## src/hw/adcctl_pkg.sv

```systemverilog
package adcctl_pkg;
  // Register word offsets (byte addresses are four times these)
  localparam logic [3:0] ADCCTL_IDX_RESULT_LOW = 4'h4;
  localparam logic [3:0] ADCCTL_IDX_RESULT_HIGH = 4'h5;
  localparam logic [3:0] ADCCTL_IDX_CONTROL_STATUS = 4'h6;
  localparam logic [3:0] ADCCTL_IDX_CHANNEL_REF = 4'h7;
  localparam logic [3:0] ADCCTL_IDX_TRIGGER_SELECT = 4'h8;
  localparam logic [3:0] ADCCTL_IDX_IRQ_STATUS = 4'h9;
  localparam logic [3:0] ADCCTL_IDX_IRQ_ENABLE = 4'hA;
  localparam logic [3:0] ADCCTL_IDX_IRQ_CLEAR = 4'hB;
  localparam logic [3:0] ADCCTL_IDX_GLOBAL_IE = 4'hC;
  // Control/status bit positions
  localparam int ADCCTL_BIT_ENABLE = 7;
  localparam int ADCCTL_BIT_START = 6;
  localparam int ADCCTL_BIT_AUTO = 5;
  localparam int ADCCTL_BIT_DONE = 4;
  localparam int ADCCTL_BIT_IE = 3;
  // Reset values
  localparam logic [7:0] ADCCTL_RESET_BYTE = 8'h00;
  // Conversion lengths in converter clocks
  localparam logic [4:0] ADCCTL_FIRST_CYCLES = 5'd25;
  localparam logic [4:0] ADCCTL_NORMAL_CYCLES = 5'd13;
  // Reference codes
  localparam logic [1:0] ADCCTL_REF_EXTERNAL = 2'h0;
  localparam logic [1:0] ADCCTL_REF_SUPPLY = 2'h1;
  localparam logic [1:0] ADCCTL_REF_RESERVED = 2'h2;
  localparam logic [1:0] ADCCTL_REF_INTERNAL = 2'h3;
  // Trigger source zero means free running
  localparam logic [2:0] ADCCTL_TRIG_FREE_RUN = 3'h0;
  // Gain encodings presented to the analog core
  localparam logic [1:0] ADCCTL_GAIN_1X = 2'h0;
  localparam logic [1:0] ADCCTL_GAIN_10X = 2'h1;
  localparam logic [1:0] ADCCTL_GAIN_200X = 2'h2;
  // Special input selections
  localparam logic [1:0] ADCCTL_SRC_PIN = 2'h0;
  localparam logic [1:0] ADCCTL_SRC_BANDGAP = 2'h1;
  localparam logic [1:0] ADCCTL_SRC_GROUND = 2'h2;
endpackage

```

## src/hw/adcctl_top.sv

```systemverilog
// Summary of operation
// - Reference field picks external, supply or internal
// - Channel/reference writes apply after current conversion
// - Alignment bit selects left or right result
// - Alignment change alters readback immediately
// - Channel codes 0-7 select single inputs
// - Codes 8-29 select differential pairs and gain
// - Code 30 bandgap, code 31 ground
// - Enable powers up; clearing aborts conversion
// - Start begins single or first free-running conversion
// - First conversion 25 clocks, later 13
// - Start reads one while converting; zero ignored
// - Auto trigger starts on selected rising edge
// - Done flag set at every conversion end, even while a locked result is not updated
// - Interrupt needs flag, enable and global enable, or status and its own enable
// - Flag cleared by vector or writing one
// - Divider field sets converter clock ratio
// - Bit 3 enables interrupt, gated globally
// - Low byte read locks result until high
`timescale 1ns/1ps
`default_nettype none
module adcctl_top
  import adcctl_pkg::*;
(
  // Clock and reset
  input wire logic i_core_clk,
  input wire logic i_reset_n,
  // Avalon-MM slave
  input wire logic [5:0] i_avs_address,
  input wire logic i_avs_read,
  input wire logic i_avs_write,
  input wire logic [31:0] i_avs_writedata,
  output logic [31:0] o_avs_readdata,
  output logic o_avs_waitrequest,
  // Trigger sources, one per trigger select code
  input wire logic [7:0] i_trigger_sources,
  // Interrupt vector acknowledge
  input wire logic i_irq_vector_ack,
  // Analog core: conversion answer
  input wire logic [9:0] i_core_result,
  // Analog core controls
  output logic o_core_power,
  output logic o_core_sample,
  output logic [2:0] o_core_pos_input,
  output logic [2:0] o_core_neg_input,
  output logic o_core_differential,
  output logic [1:0] o_core_gain,
  output logic [1:0] o_core_source,
  output logic [1:0] o_core_reference,
  output logic o_core_internal_ref_on,
  output logic o_core_result_undefined,
  output logic o_core_conv_clk,
  // Interrupt
  output logic o_irq
);

  // Software registers
  logic [7:0] chan_ref_sw; // Channel/reference as written
  logic [7:0] chan_ref_act; // Setting in use by the converter
  logic enable;
  logic start;
  logic auto_trig;
  logic done_flag;
  logic done_ie;
  logic [2:0] divider;
  logic [2:0] trig_sel;
  logic global_ie;
  logic irq_status;
  logic irq_enable;
  // Result storage
  logic [9:0] result;
  logic result_locked;
  // Converter clock prescaler
  logic [6:0] presc;
  logic conv_tick;
  // Conversion sequencer
  logic [4:0] cycle_cnt;
  logic first_pending;
  logic trig_prev;
  logic trig_edge;
  logic conv_finish;
  logic conv_begin;
  // Bus access
  logic bus_write;
  logic bus_read;
  logic [3:0] word_idx;
  logic [7:0] wbyte;
  logic [7:0] next_readdata;
  logic [7:0] chan_ref_next_act;
  // Terminal prescaler count for the selected ratio
  logic [6:0] div_last;
  // Software start written together with or after enable
  logic sw_start;
  // Free running rolls into the next conversion
  logic free_restart;

  // Divider ratio as terminal prescaler count
  function automatic logic [6:0] adcctl_div_last(input logic [2:0] sel);
    logic [7:0] ratio;
    ratio = 8'h00;
    if (sel == 3'h0)
    begin
      ratio = 8'h02;
    end
    else
    begin
      ratio = 8'h01 << sel;
    end
    adcctl_div_last = 7'(ratio - 8'h01);
  endfunction

  // Single wait cycle: waitrequest low on second request cycle
  assign bus_write = i_avs_write & o_avs_waitrequest == 1'b0;
  assign bus_read = i_avs_read & o_avs_waitrequest == 1'b0;
  assign word_idx = i_avs_address[5:2];
  assign wbyte = i_avs_writedata[7:0];

  // Waitrequest pulses low one cycle after a request appears
  always_ff @(posedge i_core_clk or negedge i_reset_n)
  begin
    if (!i_reset_n)
    begin
      o_avs_waitrequest <= 1'b1;
    end
    else if ((i_avs_read | i_avs_write) & o_avs_waitrequest)
    begin
      o_avs_waitrequest <= 1'b0;
    end
    else
    begin
      o_avs_waitrequest <= 1'b1;
    end
  end

  // Prescaler tick forms the converter clock
  // divider ratio
  assign div_last = adcctl_div_last(divider);
  always_ff @(posedge i_core_clk or negedge i_reset_n)
  begin
    if (!i_reset_n)
    begin
      presc <= 7'h00;
      o_core_conv_clk <= 1'b0;
    end
    else if (!enable)
    begin
      presc <= 7'h00;
      o_core_conv_clk <= 1'b0;
    end
    else if (presc >= div_last)
    begin
      presc <= 7'h00;
      o_core_conv_clk <= 1'b0;
    end
    else
    begin
      presc <= presc + 7'h01;
      o_core_conv_clk <= (presc + 7'h01) >= {1'b0, div_last[6:1]} + 7'h01;
    end
  end
  assign conv_tick = enable & (presc >= div_last);

  // Trigger edge detect on the selected source
  // rising edge
  always_ff @(posedge i_core_clk or negedge i_reset_n)
  begin
    if (!i_reset_n)
    begin
      trig_prev <= 1'b0;
    end
    else
    begin
      trig_prev <= i_trigger_sources[trig_sel];
    end
  end
  assign trig_edge = i_trigger_sources[trig_sel] & !trig_prev & (trig_sel != ADCCTL_TRIG_FREE_RUN);

  // End of conversion on the last converter clock
  assign conv_finish = start & conv_tick & (cycle_cnt == 5'd1);
  // New conversion request from software or a trigger edge; free run restarts separately
  // start request
  // A start written in the same access as enable must count as well
  assign sw_start = bus_write & word_idx == ADCCTL_IDX_CONTROL_STATUS &
    wbyte[ADCCTL_BIT_START] & wbyte[ADCCTL_BIT_ENABLE];
  assign conv_begin = !start & (sw_start | (enable & auto_trig & trig_edge));
  // Restart at completion; start is still high here, so it bypasses conv_begin
  assign free_restart = conv_finish & auto_trig & (trig_sel == ADCCTL_TRIG_FREE_RUN);

  // Enable bit tracking and first-conversion marker
  // enable and abort
  always_ff @(posedge i_core_clk or negedge i_reset_n)
  begin
    if (!i_reset_n)
    begin
      enable <= 1'b0;
      first_pending <= 1'b1;
    end
    else
    begin
      if (bus_write & word_idx == ADCCTL_IDX_CONTROL_STATUS)
      begin
        enable <= wbyte[ADCCTL_BIT_ENABLE];
        if (!wbyte[ADCCTL_BIT_ENABLE])
        begin
          first_pending <= 1'b1;
        end
      end
      if (conv_finish)
      begin
        first_pending <= 1'b0;
      end
    end
  end

  // Conversion sequencer: start bit and cycle counter
  always_ff @(posedge i_core_clk or negedge i_reset_n)
  begin
    if (!i_reset_n)
    begin
      start <= 1'b0;
      cycle_cnt <= 5'd0;
    end
    else if (bus_write & word_idx == ADCCTL_IDX_CONTROL_STATUS & !wbyte[ADCCTL_BIT_ENABLE])
    begin
      // Abort: the running conversion is dropped
      start <= 1'b0;
      cycle_cnt <= 5'd0;
    end
    else if (conv_begin & !conv_finish)
    begin
      start <= 1'b1;
      cycle_cnt <= first_pending ? ADCCTL_FIRST_CYCLES : ADCCTL_NORMAL_CYCLES;
    end
    else if (conv_finish)
    begin
      // Free running rolls straight into the next conversion
      start <= free_restart;
      cycle_cnt <= free_restart ? ADCCTL_NORMAL_CYCLES : 5'd0;
    end
    else if (start & conv_tick)
    begin
      cycle_cnt <= cycle_cnt - 5'd1;
    end
  end

  // Other control/status fields
  always_ff @(posedge i_core_clk or negedge i_reset_n)
  begin
    if (!i_reset_n)
    begin
      auto_trig <= 1'b0;
      done_ie <= 1'b0;
      divider <= 3'h0;
      trig_sel <= 3'h0;
      global_ie <= 1'b0;
      irq_enable <= 1'b0;
    end
    else if (bus_write)
    begin
      if (word_idx == ADCCTL_IDX_CONTROL_STATUS)
      begin
        auto_trig <= wbyte[ADCCTL_BIT_AUTO];
        done_ie <= wbyte[ADCCTL_BIT_IE];
        divider <= wbyte[2:0];
      end
      if (word_idx == ADCCTL_IDX_TRIGGER_SELECT)
      begin
        trig_sel <= wbyte[2:0];
      end
      if (word_idx == ADCCTL_IDX_GLOBAL_IE)
      begin
        global_ie <= wbyte[0];
      end
      if (word_idx == ADCCTL_IDX_IRQ_ENABLE)
      begin
        irq_enable <= wbyte[0];
      end
    end
  end

  // Done flag: set wins over vector or write-one clear
  // flag with result
  always_ff @(posedge i_core_clk or negedge i_reset_n)
  begin
    if (!i_reset_n)
    begin
      done_flag <= 1'b0;
      irq_status <= 1'b0;
    end
    else
    begin
      if (conv_finish)
      begin
        done_flag <= 1'b1;
      end
      else if (i_irq_vector_ack |
               (bus_write & word_idx == ADCCTL_IDX_CONTROL_STATUS & wbyte[ADCCTL_BIT_DONE]))
      begin
        done_flag <= 1'b0;
      end
      if (conv_finish)
      begin
        irq_status <= 1'b1;
      end
      else if (bus_write & word_idx == ADCCTL_IDX_IRQ_CLEAR & wbyte[0])
      begin
        irq_status <= 1'b0;
      end
    end
  end

  // Interrupt output
  // three-way gate
  always_ff @(posedge i_core_clk or negedge i_reset_n)
  begin
    if (!i_reset_n)
    begin
      o_irq <= 1'b0;
    end
    else
    begin
      o_irq <= (done_flag & done_ie & global_ie) | (irq_status & irq_enable);
    end
  end

  // Channel/reference register and deferred active copy
  // deferred apply
  always_comb
  begin
    chan_ref_next_act = chan_ref_act;
    if (!start | conv_finish)
    begin
      chan_ref_next_act = chan_ref_sw;
    end
  end
  always_ff @(posedge i_core_clk or negedge i_reset_n)
  begin
    if (!i_reset_n)
    begin
      chan_ref_sw <= ADCCTL_RESET_BYTE;
      chan_ref_act <= ADCCTL_RESET_BYTE;
    end
    else
    begin
      if (bus_write & word_idx == ADCCTL_IDX_CHANNEL_REF)
      begin
        chan_ref_sw <= wbyte;
      end
      chan_ref_act <= chan_ref_next_act;
    end
  end

  // Result capture and low-then-high read lock
  // result lock
  always_ff @(posedge i_core_clk or negedge i_reset_n)
  begin
    if (!i_reset_n)
    begin
      result <= 10'h000;
      result_locked <= 1'b0;
    end
    else
    begin
      if (conv_finish & !result_locked)
      begin
        result <= i_core_result;
      end
      if (bus_read & word_idx == ADCCTL_IDX_RESULT_LOW)
      begin
        result_locked <= 1'b1;
      end
      else if (bus_read & word_idx == ADCCTL_IDX_RESULT_HIGH)
      begin
        result_locked <= 1'b0;
      end
    end
  end

  // Read mux with immediate alignment
  always_comb
  begin
    next_readdata = 8'h00;
    unique case (word_idx)
      ADCCTL_IDX_RESULT_LOW:
        next_readdata = chan_ref_sw[5] ? {result[1:0], 6'h00} : result[7:0];
      ADCCTL_IDX_RESULT_HIGH:
        next_readdata = chan_ref_sw[5] ? result[9:2] : {6'h00, result[9:8]};
      ADCCTL_IDX_CONTROL_STATUS:
        next_readdata = {enable, start, auto_trig, done_flag, done_ie, divider};
      ADCCTL_IDX_CHANNEL_REF:
        next_readdata = chan_ref_sw;
      ADCCTL_IDX_TRIGGER_SELECT:
        next_readdata = {5'h00, trig_sel};
      ADCCTL_IDX_IRQ_STATUS:
        next_readdata = {7'h00, irq_status};
      ADCCTL_IDX_IRQ_ENABLE:
        next_readdata = {7'h00, irq_enable};
      ADCCTL_IDX_GLOBAL_IE:
        next_readdata = {7'h00, global_ie};
      default:
        next_readdata = 8'h00;
    endcase
  end
  always_ff @(posedge i_core_clk or negedge i_reset_n)
  begin
    if (!i_reset_n)
    begin
      o_avs_readdata <= 32'h00000000;
    end
    else if (i_avs_read & o_avs_waitrequest)
    begin
      o_avs_readdata <= {24'h000000, next_readdata};
    end
  end

  // Analog core controls from the active setting
  always_ff @(posedge i_core_clk or negedge i_reset_n)
  begin
    if (!i_reset_n)
    begin
      o_core_power <= 1'b0;
      o_core_sample <= 1'b0;
      o_core_pos_input <= 3'h0;
      o_core_neg_input <= 3'h0;
      o_core_differential <= 1'b0;
      o_core_gain <= ADCCTL_GAIN_1X;
      o_core_source <= ADCCTL_SRC_PIN;
      o_core_reference <= ADCCTL_REF_EXTERNAL;
      o_core_internal_ref_on <= 1'b0;
      o_core_result_undefined <= 1'b0;
    end
    else
    begin
      o_core_power <= enable;
      o_core_sample <= start;
      o_core_reference <= chan_ref_next_act[7:6];
      o_core_internal_ref_on <= chan_ref_next_act[7:6] == ADCCTL_REF_INTERNAL;
      o_core_result_undefined <= chan_ref_next_act[7:6] == ADCCTL_REF_RESERVED;
      o_core_source <= ADCCTL_SRC_PIN;
      o_core_gain <= ADCCTL_GAIN_1X;
      o_core_differential <= 1'b1;
      o_core_pos_input <= chan_ref_next_act[2:0];
      o_core_neg_input <= 3'h0;
      unique case (chan_ref_next_act[4:3])
        2'b00:
        begin
          o_core_differential <= 1'b0;
        end
        2'b01:
        begin
          o_core_pos_input <= {1'b0, chan_ref_next_act[2], chan_ref_next_act[0]};
          o_core_neg_input <= {1'b0, chan_ref_next_act[2], 1'b0};
          o_core_gain <= chan_ref_next_act[1] ? ADCCTL_GAIN_200X : ADCCTL_GAIN_10X;
        end
        2'b10:
        begin
          o_core_neg_input <= 3'h1;
        end
        default:
        begin
          o_core_neg_input <= 3'h2;
          if (chan_ref_next_act[2:0] == 3'h6)
          begin
            o_core_differential <= 1'b0;
            o_core_source <= ADCCTL_SRC_BANDGAP;
          end
          else if (chan_ref_next_act[2:0] == 3'h7)
          begin
            o_core_differential <= 1'b0;
            o_core_source <= ADCCTL_SRC_GROUND;
          end
        end
      endcase
    end
  end

endmodule
`default_nettype wire

```

## config.mk

```make
export PLATFORM = sky130hd
export DESIGN_NAME = adcctl_top
export DESIGN_NICKNAME = d
export VERILOG_FILES = /design/src/hw/adcctl_pkg.sv /design/src/hw/adcctl_top.sv
export SDC_FILE = /design/constraint.sdc
export NUM_CORES = 1
export LEC_CHECK = 0
export BUFFER_PORTS_ARGS = -buffer_cell sky130_fd_sc_hd__clkbuf_2
export CAP_MARGIN = 20
export CORE_AREA = 2 2 75 113
export CTS_BUF_LIST = sky130_fd_sc_hd__clkbuf_8 sky130_fd_sc_hd__clkbuf_16
export DETAILED_ROUTE_END_ITERATION = 8
export DIE_AREA = 0 0 77 115
export GPL_ROUTABILITY_DRIVEN = 0
export PLACE_DENSITY = 0.9
export SYNTH_ARGS = -nofsm -noshare
export SYNTH_HDL_FRONTEND = slang
export SYNTH_SLANG_ARGS = --single-unit
```

## constraint.sdc

```tcl
create_clock -name i_core_clk -period 7 [get_ports i_core_clk]
set_clock_uncertainty 0.15 [all_clocks]
set_input_delay 1.75 -clock i_core_clk [delete_from_list [all_inputs] [get_ports i_core_clk]]
set_output_delay 1.75 -clock i_core_clk [all_outputs]
set_load 0.05 [all_outputs]
```

==> impl_metrics.csv <==
group,metric,value,unit
floorplanning,fp.dieH,115,um
cells_and_area,fin_nets,532,
cells_and_area,drive_above_1_share,27.6,%
synth,avgSynthCellArea,10.6,um2
cells_and_area,instances_no_fill,561,
floorplanning,rows,40,
clocking,htreeDepth,3,
grt,track_usage,22.8,%
drt,drc,0,
synth,yosysWarnings,0,
power_and_ir_drop,comb_power_share,32.4,%
setup_path,crit_chain,"inv_1 -> or3_1 -> ha_1 -> ha_1 -> a21oi_1 -> a21oi_2 -> o211ai_2 -> o21ai_1 -> buf_4 -> mux2_2 -> ha_1 -> nand3_1 -> mux2i_1 -> nor2b_1",
drt,drt_first_pass_iters,5,
power_and_ir_drop,switching_power,0.650,mW
cells_and_area,fin_area,0.00478,mm2
grt,antenna_found_initial,0,
synth,synth-seq-cells,78,
power_and_ir_drop,pwr-share-seq,38.7,%
cells_and_area,area_growth,13.6,%
power_and_ir_drop,switching_share,38.5,%
cells_and_area,finalCoreUtilization,60.5,%
timing,fin_tns_setup,0,ns
power_and_ir_drop,ir_worst_vdd,0.242,mV
clocking,cts-resized-gates,0,
setup_path,slowest_stage,"dfrtp_1",
drt,wl_per_cell,17.1,um
outcome,outcome,"completed",
timing,setup_violations,0,
setup_path,crit_top_cell,"ha_1",
clocking,postCtsSetupBuffers,0,
power_and_ir_drop,p_int,1.04,mW
grt,use_met2,41.3,%
placement,hpwl,6850,um
drt,first_iter_violations,287,
floorplanning,io_pins,113,
grt,grt_busiest_layer,"met2",
clocking,cts_tree,"done",
clocking,worstSkewPairLatency,0.34,ns
timing,max_freq,255,MHz
floorplanning,die_w,77,um
setup_path,critPathMaxFanout,13,
job,cap_violations,0,
setup_path,crit_type,"register to register",
power_and_ir_drop,power_density,353,mW/mm2
drt,via_count,3202,
floorplanning,initial_core_util,53.2,%
timing,drv_slew,0,
clocking,cts_buffer_depth,2,
grt,grt_first_pass_wirelength,15500,um
placement,io_buffers,61,
grt,grt_pass1_vias,3266,
cells_and_area,fillers,625,
placement,placed_area,0.00446,mm2
timing,setup_ws,3.08,ns
synth,seq_area_frac_synth,46.4,%
timing,tightest_slew,0.958,ns
clocking,cts_hold_buf,0,
grt,grt_max_degree,79,
power_and_ir_drop,p_leak,2.32,nW
setup_path,cp-start-kind,"register",
synth,synthArstFlopShare,100,%
synth,synth_edf_count,0,
clocking,cts_buffers,9,
placement,dp_cells,544,
setup_path,cp_slowest_stage_delay,0.53,ns
clocking,clock-sinks,78,
floorplanning,die-area,0.00886,mm2
timing,hold_viol_final,0,
cells_and_area,diodes,0,
grt,grt_overflow_total,0,
synth,netlist_area,0.00421,mm2
setup_path,arrival,4.04,ns
synth,synth_cell_type_count,55,
timing,fin_crit,3.92,ns
hold_path,hold_path.class,"register to register",
clocking,clk_pin_slew,0.06,ns
grt,grtUsageMet3,3.38,%
power_and_ir_drop,clkPwrFrac,28.9,%
synth,syn-instance-count,397,
clocking,root_buffer,"clkbuf_16",
floorplanning,core-area,0.00791,mm2
setup_path,required,7.12,ns
drt,wirelength,9570,um
drt,antenna_left,0,
grt,met1_usage,24.1,%
synth,ys.flop_type,"dfrtp_1",
setup_path,endpoint_kind,"register",
drt,viasPerCell,5.71,
timing,slew_headroom,36.1,%
timing,rsz0062_at_grt,"no",
timing,timing.final.crit_share,56.0,%
placement,place_ws,2.56,ns
through the flow:
| step | total power [mW] | hold WS [ns] |
|---|---|---|
| after floorplan | 1.08 | 0.240 |
| after global placement | 1.17 | 0.326 |
| after detailed placement | 1.20 | 0.342 |
| after CTS | 1.69 | 0.356 |
| after global routing | 1.77 | 0.379 |
| final | 1.69 | 0.355 |
power groups by stage:
| stage | clock [mW] | combinational (mW) | sequential (mW) |
|---|---|---|---|
| after floorplan | 0 | 0.354 | 0.722 |
| after global placement | 0 | 0.523 | 0.650 |
| after detailed placement | 0 | 0.541 | 0.656 |
| after CTS | 0.492 | 0.546 | 0.650 |
| after global routing | 0.514 | 0.593 | 0.665 |
| final | 0.487 | 0.546 | 0.654 |
cell families after synthesis:
logic type,Yosys count,synth area share (%)
AND/OR/NAND/NOR,118,14.4
flip-flops,78,46.4
buffers and inverters,55,7.76
adder cells (fa/ha/maj),20,5.94
multiplexers,44,12.0
AO/OA/AOI/OAI,74,11.9
XOR/XNOR,7,1.46
other,1,0.0891
cell usage after synthesis (5+ instances only):
library cell | count | area, um2
dfrtp_1 | 76 | 1900
mux2_2 | 33 | 372
nor2_1 | 30 | 113
buf_4 | 29 | 218
nand2_1 | 24 | 90.1
a21oi_1 | 20 | 100
ha_1 | 20 | 250
nand3_1 | 13 | 65.1
inv_1 | 12 | 45.0
o21ai_0 | 11 | 55.1
mux2i_1 | 9 | 90.1
a22o_1 | 8 | 70.1
nand2b_1 | 8 | 50.1
clkbuf_1 | 7 | 26.3
and3_1 | 6 | 37.5
nand4_1 | 6 | 37.5
a22oi_1 | 5 | 37.5
nor3_1 | 5 | 25.0
final cells by class:
cell class / instances / area, um2 / area share [%]
Clock buffer: 11 / 253 / 5.28
Timing Repair Buffer: 62 / 315 / 6.59
Inverter: 12 / 45.0 / 0.941
Clock inverter: 5 / 66.3 / 1.39
Multi-Input combinational cell: 288 / 2020 / 42.2
Sequential cell: 78 / 1950 / 40.8
Tap cell: 105 / 131 / 2.75
path summary, 6_finish.rpt:
path,startpoint,endpoint,slack [ns],cells after the start
min reg2reg,o_avs_waitrequest,o_avs_waitrequest,0.36,1
min in group asynchronous,i_reset_n,o_avs_readdata[6],1.40,1
max reg2reg,divider[1],o_core_source[1],3.08,14
min,o_avs_waitrequest,o_avs_waitrequest,0.36,1
max in group asynchronous,i_reset_n,start,4.67,1
max,divider[1],o_core_source[1],3.08,14
sequential cells by signal, summed over array words and instances, names as in the netlist, 2 cells and up:
name / count
o_core_neg_input: 2
chan_ref_act: 5
divider: 3
o_core_gain: 2
o_avs_readdata: 8
trig_sel: 3
chan_ref_sw: 8
o_core_source: 2
result: 10
o_core_pos_input: 3
presc: 7
cycle_cnt: 5
cell usage in the layout, fill, tap and decap left out, types with 3 or more instances in the layout:
cell type  synthesis  final
a211oi_1           3      3
a21o_1             3      3
a21oi_1           20     20
a22o_1             8      8
a22oi_1            5      5
a31oi_1            4      4
and3_1             6      6
clkbuf_16          0      9
clkbuf_2           0     60
conb_1             1     25
dfrtp_1           76     76
ha_1              20     20
inv_1             12     12
mux2_2            33     33
mux2i_1            9      9
nand2_1           24     24
nand2b_1           8      8
nand3_1           13     13
nand3b_1           4      4
nand4_1            6      6
nor2_1            30     30
nor2b_1            4      4
nor3_1             5      5
o21ai_0           11     11
or2_2              3      3
or3_1              3      3
xnor2_1            4      4
xor2_1             3      3
worst max-delay path: cells and delay by family (launching register included):
kind	cells	cell delay [ns]
compound gates	4	0.86
fa+ha+maj	3	0.85
simple gates	3	0.65
flops	1	0.53
mux	2	0.48
buf+inv	2	0.35
per-layer routing:
layer | vias to the layer above | share of wire (%)
li1 | 1484 | -
met1 | 1542 | 36
met2 | 139 | 55
met3 | 37 | 4.8
met4 | 0 | 4.7
met5 | - | 0
Note: power is estimated with default switching activity, not from simulation.
